--- src/flag_pkg.sv ---
/*
 * Shared constants for the packet status flag bank: register offsets,
 * bit positions, reset values and the byte buffer depth.
 * Assumes an 8-bit register port and one 100 MHz clock.
 */
package flag_pkg;

    localparam int DATA_W = 8;
    localparam int ADDR_W = 8;

    ////////////////////////////////////////////////////////////////////////
    // register offsets
    localparam logic [ADDR_W-1:0] ADDR_LOWBAT = 8'h3d;
    localparam logic [ADDR_W-1:0] ADDR_FLAGS1 = 8'h3e;
    localparam logic [ADDR_W-1:0] ADDR_FLAGS2 = 8'h3f;
    localparam logic [ADDR_W-1:0] ADDR_LIMIT = 8'h60;
    localparam logic [ADDR_W-1:0] ADDR_IRQ_STATUS = 8'h61;
    localparam logic [ADDR_W-1:0] ADDR_IRQ_MASK = 8'h62;

    ////////////////////////////////////////////////////////////////////////
    // first flag register
    localparam int F1_TIMEOUT = 2;
    localparam int F1_PREAMBLE = 1;
    localparam int F1_SYNC = 0;

    // second flag register
    localparam int F2_FULL = 7;
    localparam int F2_EMPTY = 6;
    localparam int F2_LEVEL = 5;
    localparam int F2_OVERRUN = 4;
    localparam int F2_SENT = 3;
    localparam int F2_RECEIVED = 2;
    localparam int F2_CHECKSUM = 1;
    localparam int F2_SUPPLY = 0;

    // supply monitor register
    localparam int LB_ENABLE = 3;
    localparam int LB_TRIM_W = 3;
    localparam logic LB_ENABLE_RESET = 1'b0;
    localparam logic [LB_TRIM_W-1:0] LB_TRIM_RESET = 3'h2;

    // level limit register: limit in low bits, keep-on-fail in bit 7
    localparam int LIMIT_W = 6;
    localparam int LIMIT_KEEP = 7;
    localparam logic [LIMIT_W-1:0] LIMIT_RESET = 6'h0f;
    localparam logic KEEP_RESET = 1'b0;

    ////////////////////////////////////////////////////////////////////////
    // interrupt status and mask layout
    localparam int IRQ_SUPPLY = 0;
    localparam int IRQ_CHECKSUM = 1;
    localparam int IRQ_RECEIVED = 2;
    localparam int IRQ_SENT = 3;
    localparam int IRQ_OVERRUN = 4;
    localparam int IRQ_TIMEOUT = 5;
    localparam int IRQ_PREAMBLE = 6;
    localparam int IRQ_SYNC = 7;
    localparam logic [DATA_W-1:0] IRQ_MASK_RESET = 8'h00;

    ////////////////////////////////////////////////////////////////////////
    // byte buffer
    localparam int FIFO_DEPTH = 66;
    localparam int COUNT_W = $clog2(FIFO_DEPTH + 1);

endpackage

--- src/fifo_level_if.sv ---
/*
 * Carrier between the flag bank and its byte occupancy counter.
 * Assumes both ends run on the same clock.
 */
`timescale 1ns/100ps
`default_nettype none

interface fifo_level_if #(parameter int COUNT_W = 7);
    logic push;
    logic pop;
    logic flush;
    logic overrunEv;
    logic [COUNT_W-1:0] count;

    modport bank (output push, output pop, output flush, input overrunEv, input count);
    modport counter (input push, input pop, input flush, output overrunEv, output count);
endinterface

`default_nettype wire

--- src/sticky_flag.sv ---
/*
 * Vector of sticky flags: set pulses win over clear pulses.
 * Assumes set and clear come from logic on the same clock.
 */
`timescale 1ns/100ps
`default_nettype none

module sticky_flag #(
    parameter int W = 1
) (
    // clock and reset
    input wire logic mclk,
    input wire logic rst,
    // control
    input wire logic [W-1:0] set,
    input wire logic [W-1:0] clr,
    // state
    output logic [W-1:0] q
);

    // set dominates so an event in the clearing cycle is kept
    always_ff @(posedge mclk or posedge rst) begin
        if (rst) begin
            q <= '0;
        end else begin
            q <= set | (q & ~clr);
        end
    end

endmodule

`default_nettype wire

--- src/fifo_level_counter.sv ---
/*
 * Occupancy counter for the packet byte buffer; reports overrun.
 * Assumes push and pop strobes are one cycle each from the datapath.
 */
`timescale 1ns/100ps
`default_nettype none

module fifo_level_counter #(
    parameter int DEPTH = 66,
    parameter int COUNT_W = 7
) (
    // clock and reset
    input wire logic mclk,
    input wire logic rst,
    // link to the flag bank
    fifo_level_if.counter lvl
);

    logic full;
    logic empty;
    logic pushOk;
    logic popOk;

    assign full = (lvl.count == COUNT_W'(DEPTH));
    assign empty = (lvl.count == '0);
    // a push into a full buffer pushes nothing and is an overrun unless a pop comes in the same cycle
    assign pushOk = lvl.push && !full;
    assign popOk = lvl.pop && !empty;
    assign lvl.overrunEv = lvl.push && full && !lvl.pop;

    always_ff @(posedge mclk or posedge rst) begin
        if (rst) begin
            lvl.count <= '0;
        end else if (lvl.flush) begin
            lvl.count <= '0;
        end else if (pushOk && !popOk) begin
            lvl.count <= lvl.count + COUNT_W'(1);
        end else if (popOk && !pushOk) begin
            lvl.count <= lvl.count - COUNT_W'(1);
        end
    end

endmodule

`default_nettype wire

--- src/packet_irq_status_flags.sv ---
/*
 * Packet engine status flags, supply monitor flag, and interrupt bank.
 * Assumes datapath strobes are on mclk; the comparator pin is asynchronous.
 */
// Notes on behaviour
// - timeout flag sets on timeout, clears leaving receive or when the buffer becomes empty
// - preamble flag sets on valid preamble, cleared by writing one
// - sync flag sets on sync and address match, clears leaving receive or when the buffer becomes empty
// - sync flag read-only in packet mode, write-one clear in continuous mode
// - full flag high exactly while the buffer holds 66 bytes
// - empty flag high while no bytes, low with one or more
// - level flag high only while count strictly exceeds the limit
// - overrun flag sets on buffer overrun outside sleep
// - writing one to overrun clears flags and flushes the buffer one cycle later
// - sent flag sets in transmit after whole packet, clears leaving transmit
// - received flag after last byte, checksum gating unless keep bit set
// - checksum flag sets on good payload checksum, clears when empty
// - supply flag sets on low battery, only write-one clears it
// - supply comparison only while monitor enable is one, reset zero
`timescale 1ns/100ps
`default_nettype none

module packet_irq_status_flags (
    // clock and reset
    input wire logic mclk,
    input wire logic rst,
    // register port
    input wire logic [flag_pkg::ADDR_W-1:0] regAddr,
    input wire logic [flag_pkg::DATA_W-1:0] regWdata,
    input wire logic regWr,
    input wire logic regRd,
    output logic [flag_pkg::DATA_W-1:0] regRdata,
    // operating mode from the main sequencer
    input wire logic rxMode,
    input wire logic txMode,
    input wire logic sleepMode,
    input wire logic packetMode,
    input wire logic crcOn,
    // datapath events
    input wire logic fifoPush,
    input wire logic fifoPop,
    input wire logic rxTimeout,
    input wire logic preambleSeen,
    input wire logic syncSeen,
    input wire logic frameDone,
    input wire logic lastByteIn,
    input wire logic crcPass,
    // supply comparator
    input wire logic supplyLowPin,
    output logic [flag_pkg::LB_TRIM_W-1:0] supplyTrim,
    // buffer control and interrupt
    output logic fifoFlush,
    output logic [flag_pkg::COUNT_W-1:0] fifoCount,
    output logic irq
);
    import flag_pkg::*;

    ////////////////////////////////////////////////////////////////////////
    // configuration registers

    logic monitorEnable_r;
    logic [LB_TRIM_W-1:0] trim_r;
    logic [LIMIT_W-1:0] limit_r;
    logic keep_r;
    logic [DATA_W-1:0] irqMask_r;
    logic flush_r;

    logic wrLowbat;
    logic wrFlags1;
    logic wrFlags2;
    logic wrLimit;
    logic wrStatus;
    logic wrMask;

    assign wrLowbat = regWr && (regAddr == ADDR_LOWBAT);
    assign wrFlags1 = regWr && (regAddr == ADDR_FLAGS1);
    assign wrFlags2 = regWr && (regAddr == ADDR_FLAGS2);
    assign wrLimit = regWr && (regAddr == ADDR_LIMIT);
    assign wrStatus = regWr && (regAddr == ADDR_IRQ_STATUS);
    assign wrMask = regWr && (regAddr == ADDR_IRQ_MASK);

    always_ff @(posedge mclk or posedge rst) begin
        if (rst) begin
            monitorEnable_r <= LB_ENABLE_RESET;
            trim_r <= LB_TRIM_RESET;
        end else if (wrLowbat) begin
            monitorEnable_r <= regWdata[LB_ENABLE];
            trim_r <= regWdata[LB_TRIM_W-1:0];
        end
    end

    always_ff @(posedge mclk or posedge rst) begin
        if (rst) begin
            limit_r <= LIMIT_RESET;
            keep_r <= KEEP_RESET;
        end else if (wrLimit) begin
            limit_r <= regWdata[LIMIT_W-1:0];
            keep_r <= regWdata[LIMIT_KEEP];
        end
    end

    always_ff @(posedge mclk or posedge rst) begin
        if (rst) begin
            irqMask_r <= IRQ_MASK_RESET;
        end else if (wrMask) begin
            irqMask_r <= regWdata;
        end
    end

    assign supplyTrim = trim_r;

    ////////////////////////////////////////////////////////////////////////
    // byte occupancy

    logic overrunClr;
    logic buffer_full_flag;
    logic buffer_empty_flag;
    logic buffer_level_flag;

    fifo_level_if #(.COUNT_W(COUNT_W)) lvl ();

    // flush pulse one cycle after the write; the count is zero the cycle after
    assign overrunClr = wrFlags2 && regWdata[F2_OVERRUN];

    always_ff @(posedge mclk or posedge rst) begin
        if (rst) begin
            flush_r <= 1'b0;
        end else begin
            flush_r <= overrunClr;
        end
    end

    assign lvl.push = fifoPush;
    assign lvl.pop = fifoPop;
    assign lvl.flush = flush_r;
    assign fifoFlush = flush_r;
    assign fifoCount = lvl.count;

    fifo_level_counter #(
        .DEPTH(FIFO_DEPTH),
        .COUNT_W(COUNT_W)
    ) counter (
        .mclk(mclk),
        .rst(rst),
        .lvl(lvl)
    );

    assign buffer_full_flag = (lvl.count == COUNT_W'(FIFO_DEPTH));
    assign buffer_empty_flag = (lvl.count == '0);
    assign buffer_level_flag = (lvl.count > COUNT_W'(limit_r));

    ////////////////////////////////////////////////////////////////////////
    // supply comparator synchroniser

    logic supplySync1_r;
    logic supplySync2_r;

    always_ff @(posedge mclk or posedge rst) begin
        if (rst) begin
            supplySync1_r <= 1'b0;
            supplySync2_r <= 1'b0;
        end else begin
            supplySync1_r <= supplyLowPin;
            supplySync2_r <= supplySync1_r;
        end
    end

    ////////////////////////////////////////////////////////////////////////
    // mode edges

    logic rxMode_r;
    logic txMode_r;
    logic leaveRx;
    logic leaveTx;

    always_ff @(posedge mclk or posedge rst) begin
        if (rst) begin
            rxMode_r <= 1'b0;
            txMode_r <= 1'b0;
        end else begin
            rxMode_r <= rxMode;
            txMode_r <= txMode;
        end
    end

    assign leaveRx = rxMode_r && !rxMode;
    assign leaveTx = txMode_r && !txMode;

    // buffer becoming empty is an event: a level clear would wipe a
    // timeout or sync taken while the buffer is still empty
    logic fifoEmptyPrev_r;
    logic emptyRise;

    // resets to one since the buffer is empty after reset: no false edge
    always_ff @(posedge mclk or posedge rst) begin
        if (rst) begin
            fifoEmptyPrev_r <= 1'b1;
        end else begin
            fifoEmptyPrev_r <= buffer_empty_flag;
        end
    end

    assign emptyRise = buffer_empty_flag && !fifoEmptyPrev_r;

    ////////////////////////////////////////////////////////////////////////
    // status flags, one sticky bit each

    logic [7:0] flagSet;
    logic [7:0] flagClr;
    logic [7:0] flagQ;
    logic frameGood;

    // with checksum on, a bad frame is only announced if software keeps it
    assign frameGood = !crcOn || keep_r || crcPass;

    always_comb begin
        flagSet = '0;
        flagClr = '0;
        flagSet[IRQ_TIMEOUT] = rxMode && rxTimeout;
        flagClr[IRQ_TIMEOUT] = leaveRx || emptyRise;
        flagSet[IRQ_PREAMBLE] = preambleSeen;
        flagClr[IRQ_PREAMBLE] = wrFlags1 && regWdata[F1_PREAMBLE];
        flagSet[IRQ_SYNC] = rxMode && syncSeen;
        // packet mode ignores the write, continuous mode clears on one
        flagClr[IRQ_SYNC] = leaveRx || emptyRise
            || (wrFlags1 && regWdata[F1_SYNC] && !packetMode);
        flagSet[IRQ_OVERRUN] = lvl.overrunEv && !sleepMode;
        flagClr[IRQ_OVERRUN] = overrunClr;
        flagSet[IRQ_SENT] = txMode && frameDone;
        flagClr[IRQ_SENT] = leaveTx || overrunClr;
        flagSet[IRQ_RECEIVED] = rxMode && lastByteIn && frameGood;
        flagClr[IRQ_RECEIVED] = buffer_empty_flag || overrunClr;
        flagSet[IRQ_CHECKSUM] = rxMode && lastByteIn && crcOn && crcPass;
        flagClr[IRQ_CHECKSUM] = buffer_empty_flag || overrunClr;
        flagSet[IRQ_SUPPLY] = monitorEnable_r && supplySync2_r;
        flagClr[IRQ_SUPPLY] = wrFlags2 && regWdata[F2_SUPPLY];
    end

    sticky_flag #(.W(8)) flags (
        .mclk(mclk),
        .rst(rst),
        .set(flagSet),
        .clr(flagClr),
        .q(flagQ)
    );

    ////////////////////////////////////////////////////////////////////////
    // interrupt status: rising flags latch here until written with one

    logic [7:0] flagPrev_r;
    logic [7:0] irqStatus;

    always_ff @(posedge mclk or posedge rst) begin
        if (rst) begin
            flagPrev_r <= '0;
        end else begin
            flagPrev_r <= flagQ;
        end
    end

    sticky_flag #(.W(8)) status (
        .mclk(mclk),
        .rst(rst),
        .set(flagQ & ~flagPrev_r),
        .clr(wrStatus ? regWdata : 8'h00),
        .q(irqStatus)
    );

    assign irq = |(irqStatus & irqMask_r);

    ////////////////////////////////////////////////////////////////////////
    // read path, data valid the cycle after the strobe

    logic [DATA_W-1:0] flags1;
    logic [DATA_W-1:0] flags2;
    logic [DATA_W-1:0] rdMux;

    always_comb begin
        flags1 = '0;
        flags1[F1_TIMEOUT] = flagQ[IRQ_TIMEOUT];
        flags1[F1_PREAMBLE] = flagQ[IRQ_PREAMBLE];
        flags1[F1_SYNC] = flagQ[IRQ_SYNC];
    end

    always_comb begin
        flags2 = '0;
        flags2[F2_FULL] = buffer_full_flag;
        flags2[F2_EMPTY] = buffer_empty_flag;
        flags2[F2_LEVEL] = buffer_level_flag;
        flags2[F2_OVERRUN] = flagQ[IRQ_OVERRUN];
        flags2[F2_SENT] = flagQ[IRQ_SENT];
        flags2[F2_RECEIVED] = flagQ[IRQ_RECEIVED];
        flags2[F2_CHECKSUM] = flagQ[IRQ_CHECKSUM];
        flags2[F2_SUPPLY] = flagQ[IRQ_SUPPLY];
    end

    always_comb begin
        rdMux = '0;
        case (regAddr)
            ADDR_LOWBAT: begin
                rdMux[LB_ENABLE] = monitorEnable_r;
                rdMux[LB_TRIM_W-1:0] = trim_r;
            end
            ADDR_FLAGS1: rdMux = flags1;
            ADDR_FLAGS2: rdMux = flags2;
            ADDR_LIMIT: begin
                rdMux[LIMIT_W-1:0] = limit_r;
                rdMux[LIMIT_KEEP] = keep_r;
            end
            ADDR_IRQ_STATUS: rdMux = irqStatus;
            ADDR_IRQ_MASK: rdMux = irqMask_r;
            default: rdMux = '0;
        endcase
    end

    always_ff @(posedge mclk or posedge rst) begin
        if (rst) begin
            regRdata <= '0;
        end else if (regRd) begin
            regRdata <= rdMux;
        end else begin
            regRdata <= '0;
        end
    end

endmodule

`default_nettype wire

--- config.mk ---
export PLATFORM = sky130hd
export DESIGN_NAME = packet_irq_status_flags
export DESIGN_NICKNAME = d
export VERILOG_FILES = /design/src/flag_pkg.sv /design/src/fifo_level_if.sv /design/src/sticky_flag.sv /design/src/fifo_level_counter.sv /design/src/packet_irq_status_flags.sv
export SDC_FILE = /design/constraint.sdc
export NUM_CORES = 1
export LEC_CHECK = 0
export ABC_AREA = 1
export BUFFER_PORTS_ARGS = -buffer_cell sky130_fd_sc_hd__buf_2
export CAP_MARGIN = 10
export CORE_MARGIN = 2
export CORE_UTILIZATION = 59
export DETAILED_ROUTE_END_ITERATION = 7
export GPL_TIMING_DRIVEN = 1
export PLACE_DENSITY = 0.87
export SYNTH_ARGS = -nofsm -noshare
export SYNTH_HDL_FRONTEND = slang
export SYNTH_SLANG_ARGS = --single-unit
--- constraint.sdc ---
create_clock -name mclk -period 3.1 [get_ports mclk]
set_input_delay 0.155 -clock mclk [delete_from_list [all_inputs] [get_ports mclk]]
set_output_delay 0.155 -clock mclk [all_outputs]
set_load 0.05 [all_outputs]
==> results.py <==
metrics = {
    "power": {
        "powerDensity_mw_per_mm2": 729,
        "p_leak_uw": 0.00199,
        "ir_drop_mv": 0.416,
        "finalPower_uw": 2860,
    },
    "critical_path": {
        "reg2reg_slack_ps": 750,
        "critPathMostFrequentCell": "nor2_1",
        "r2r-end": "counter.lvl.count[4]",
        "crit_buf_inv": 1,
        "worstPathArrival_ps": 2600,
        "slowest_stage": "dfrtp_1",
        "critical_path.cell_chain": "nor2_1 -> nand2_1 -> nor2_1 -> nor2_2 -> nand2_4 -> inv_1 -> fa_1 -> o31ai_1 -> xnor2_1 -> o21ai_1",
        "reg2reg_depth": 10,
        "cp_max_fo": 11,
        "path_class": "register to register",
        "critPathMaxStageDelay_ps": 460,
        "path_delay_family": "simple AND/OR/NAND/NOR gates",
        "crit_path_end_kind": "register",
        "r2r-start": "counter.lvl.count[2]",
        "setup.worst_path.start_class": "register",
        "cp.required_ps": 3350,
    },
    "final_layout": {
        "drive_gt1_frac": 0.260,
        "layout_common_cells": "nand2_1 (78), dfrtp_1 (58), inv_1 (53), buf_2 (53), o21ai_0 (35)",
        "area_growth_pct": 19.3,
        "final_common_cell": "nand2_1",
        "nets": 495,
        "diodes": 0,
        "fillCellCount": 406,
    },
    "sta": {
        "fin_crit_sh": 0.759,
        "tightest_slew_ps": 640,
        "slew_viol_final": 0,
        "fin_worst_skew_ps": 15.0,
        "hold_viol_final": 0,
        "relSlewSlack": 0.573,
        "finalCriticalPeriod_ps": 2350,
        "setup_tns_ps": 0,
        "grt_setup_unrepaired": "false",
        "finalSetupViolations": 0,
        "fmax_mhz": 425,
    },
    "route": {
        "drt-initial-drc-count": 246,
        "firstDrtPassIters": 5,
        "remaining_drc_errors": 0,
        "ant_nets": 0,
        "post_drt_wl_per_cell_um": 15.0,
        "drt_wl_total_mm": 7.87,
        "via_count": 2897,
        "viasPerCell": 5.52,
    },
    "cts": {
        "insertion_delay_ps": 360,
        "cts_buffer_depth": 2,
        "cts_sinks": 64,
        "cts_tree": "done",
        "cts_root_buf": "clkbuf_8",
        "cts_max_level": 3,
        "clk_pin_slew_worst_paths_ps": 80,
        "cts_made_buffers": 9,
        "cts.repair.resized": 0,
    },
    "global_routing": {
        "grt_pass1_wl_mm": 13.3,
        "grt_pass1_vias": 2778,
        "grt_most_used_layer": "met2",
        "overflow": 0,
        "grtUsageMet2": 0.451,
        "grt_max_degree": 35,
        "antenna_found_initial": 0,
        "use_met3": 0.0563,
        "use_met1": 0.375,
        "grt_usage": 0.281,
    },
    "hold_path": {
        "hold_class": "input pin to register",
        "holdCritStartpoint": "syncSeen",
        "holdPathStages": 3,
        "holdPathEnd": "flags.q[7]",
    },
    "floorplan": {
        "die-height_um": 78.7,
        "die_area_mm2": 0.00619,
        "fp-row-count": 27,
        "core_mm2": 0.00544,
        "ios": 54,
        "start_util": 0.605,
        "fp.dieW_um": 78.7,
    },
    "logic_synthesis": {
        "synth.area.top_cells": "dfrtp_1 (44%), nand2_1 (8.9%), inv_1 (6.2%)",
        "synth_largest_area_cell": "dfrtp_1",
        "synth_cells": 379,
        "synth_top_area_frac": 0.441,
        "synth_seq_cells": 64,
        "yosysUniqueCellTypes": 36,
        "synth_nets": 426,
        "yosys_warnings": 0,
        "synth_area_mm2": 0.00329,
        "syn_area_per_cell_um2": 8.68,
        "ys_seq_area_frac": 0.489,
    },
    "outcome": {
        "status": "finished clean",
    },
    "placed_design": {
        "place_hpwl_mm": 5.79,
        "place.gp.congestion": 0.879,
        "io_buffers": 53,
    },
    "run": {
        "drv_cap": 0,
    },
}
## how the worst max path moves through the flow
stage / start / slack (ps) / endpoint / depth (start not counted)
global placement: counter.lvl.count[2] / 850 / counter.lvl.count[5] / 11
floorplan: counter.lvl.count[2] / 680 / counter.lvl.count[5] / 13
global route: counter.lvl.count[4] / 460 / counter.lvl.count[6] / 12
CTS: counter.lvl.count[2] / 760 / counter.lvl.count[4] / 10
finish: counter.lvl.count[2] / 750 / counter.lvl.count[4] / 10
detailed placement: counter.lvl.count[2] / 770 / counter.lvl.count[4] / 10
## state kept, by name, summed over array words and instances, names as in the netlist, 3 cells and up
name               flops
status.q               8
limit_r                6
supplyTrim             3
flagPrev_r             8
flags.q                8
regRdata               8
counter.lvl.count      7
irqMask_r              8
## worst register-to-register path, cell delays in order (launching register included)
cell     delay [ps]
dfrtp_1         460
nor2_1          140
nand2_1         160
nor2_1          210
nor2_2           90
nand2_4         150
inv_1            80
fa_1            430
o31ai_1         310
xnor2_1         150
o21ai_1          80
## what timing repair did
action	4_1_cts	5_1_grt
endpoints found under the hold margin	34	0
setup buffers	0	0
hold buffers	7	0
## per-stage QoR
stage	worst slack [ps]	cells	instance area (um2)	hold slack [ps]	utilization
global route	462	525	3920	50.7	0.721
floorplan	682	379	3290	186	-
global placement	848	502	3620	262	0.666
detailed placement	774	502	3620	265	0.666
finish	748	525	3920	30.4	0.721
CTS	757	525	3920	23.0	0.721
## cell families after synthesis
kind of cell               share of synthesized area
AOI/OAI and AO/OA                              0.146
xor gates and xnor gates                     0.00799
adders and majority gates                     0.0517
buffers and inverters                         0.0765
DFF                                            0.489
and+or+nand+nor                                0.228
## synthesized netlist by cell type (all sizes together)
master,count
o21ai,55
nor2,31
o22ai,5
dfstp,6
or2,1
a221oi,2
o41ai,1
nand4,2
nand3,24
inv,59
xor2,2
fa,1
o21bai,1
xnor2,1
nor3,7
ha,12
dfrtp,58
a22o,2
o31ai,1
a31oi,1
o211ai,3
nand2,91
a21oi,10
buf,3
## metal layers
metal | vias to the layer above | wire (um)
li1 | 1379 | -
met1 | 1383 | 3490
met2 | 114 | 3710
met3 | 21 | 489
met4 | 0 | 178
met5 | - | 0
## cell type report
type	count	area (um2)	area share
Sequential cell	64	1610	0.410
Multi-Input combinational cell	253	1430	0.364
Timing Repair Buffer	61	343	0.0874
Inverter	59	224	0.0571
Clock buffer	10	138	0.0351
Clock inverter	6	91.3	0.0233
Tap cell	72	90.1	0.0230
## where the power goes
group,switching (uW),internal [uW]
combinational,631,314
sequential,124,959
clock,352,479
Power figures use the tool's default switching activity.
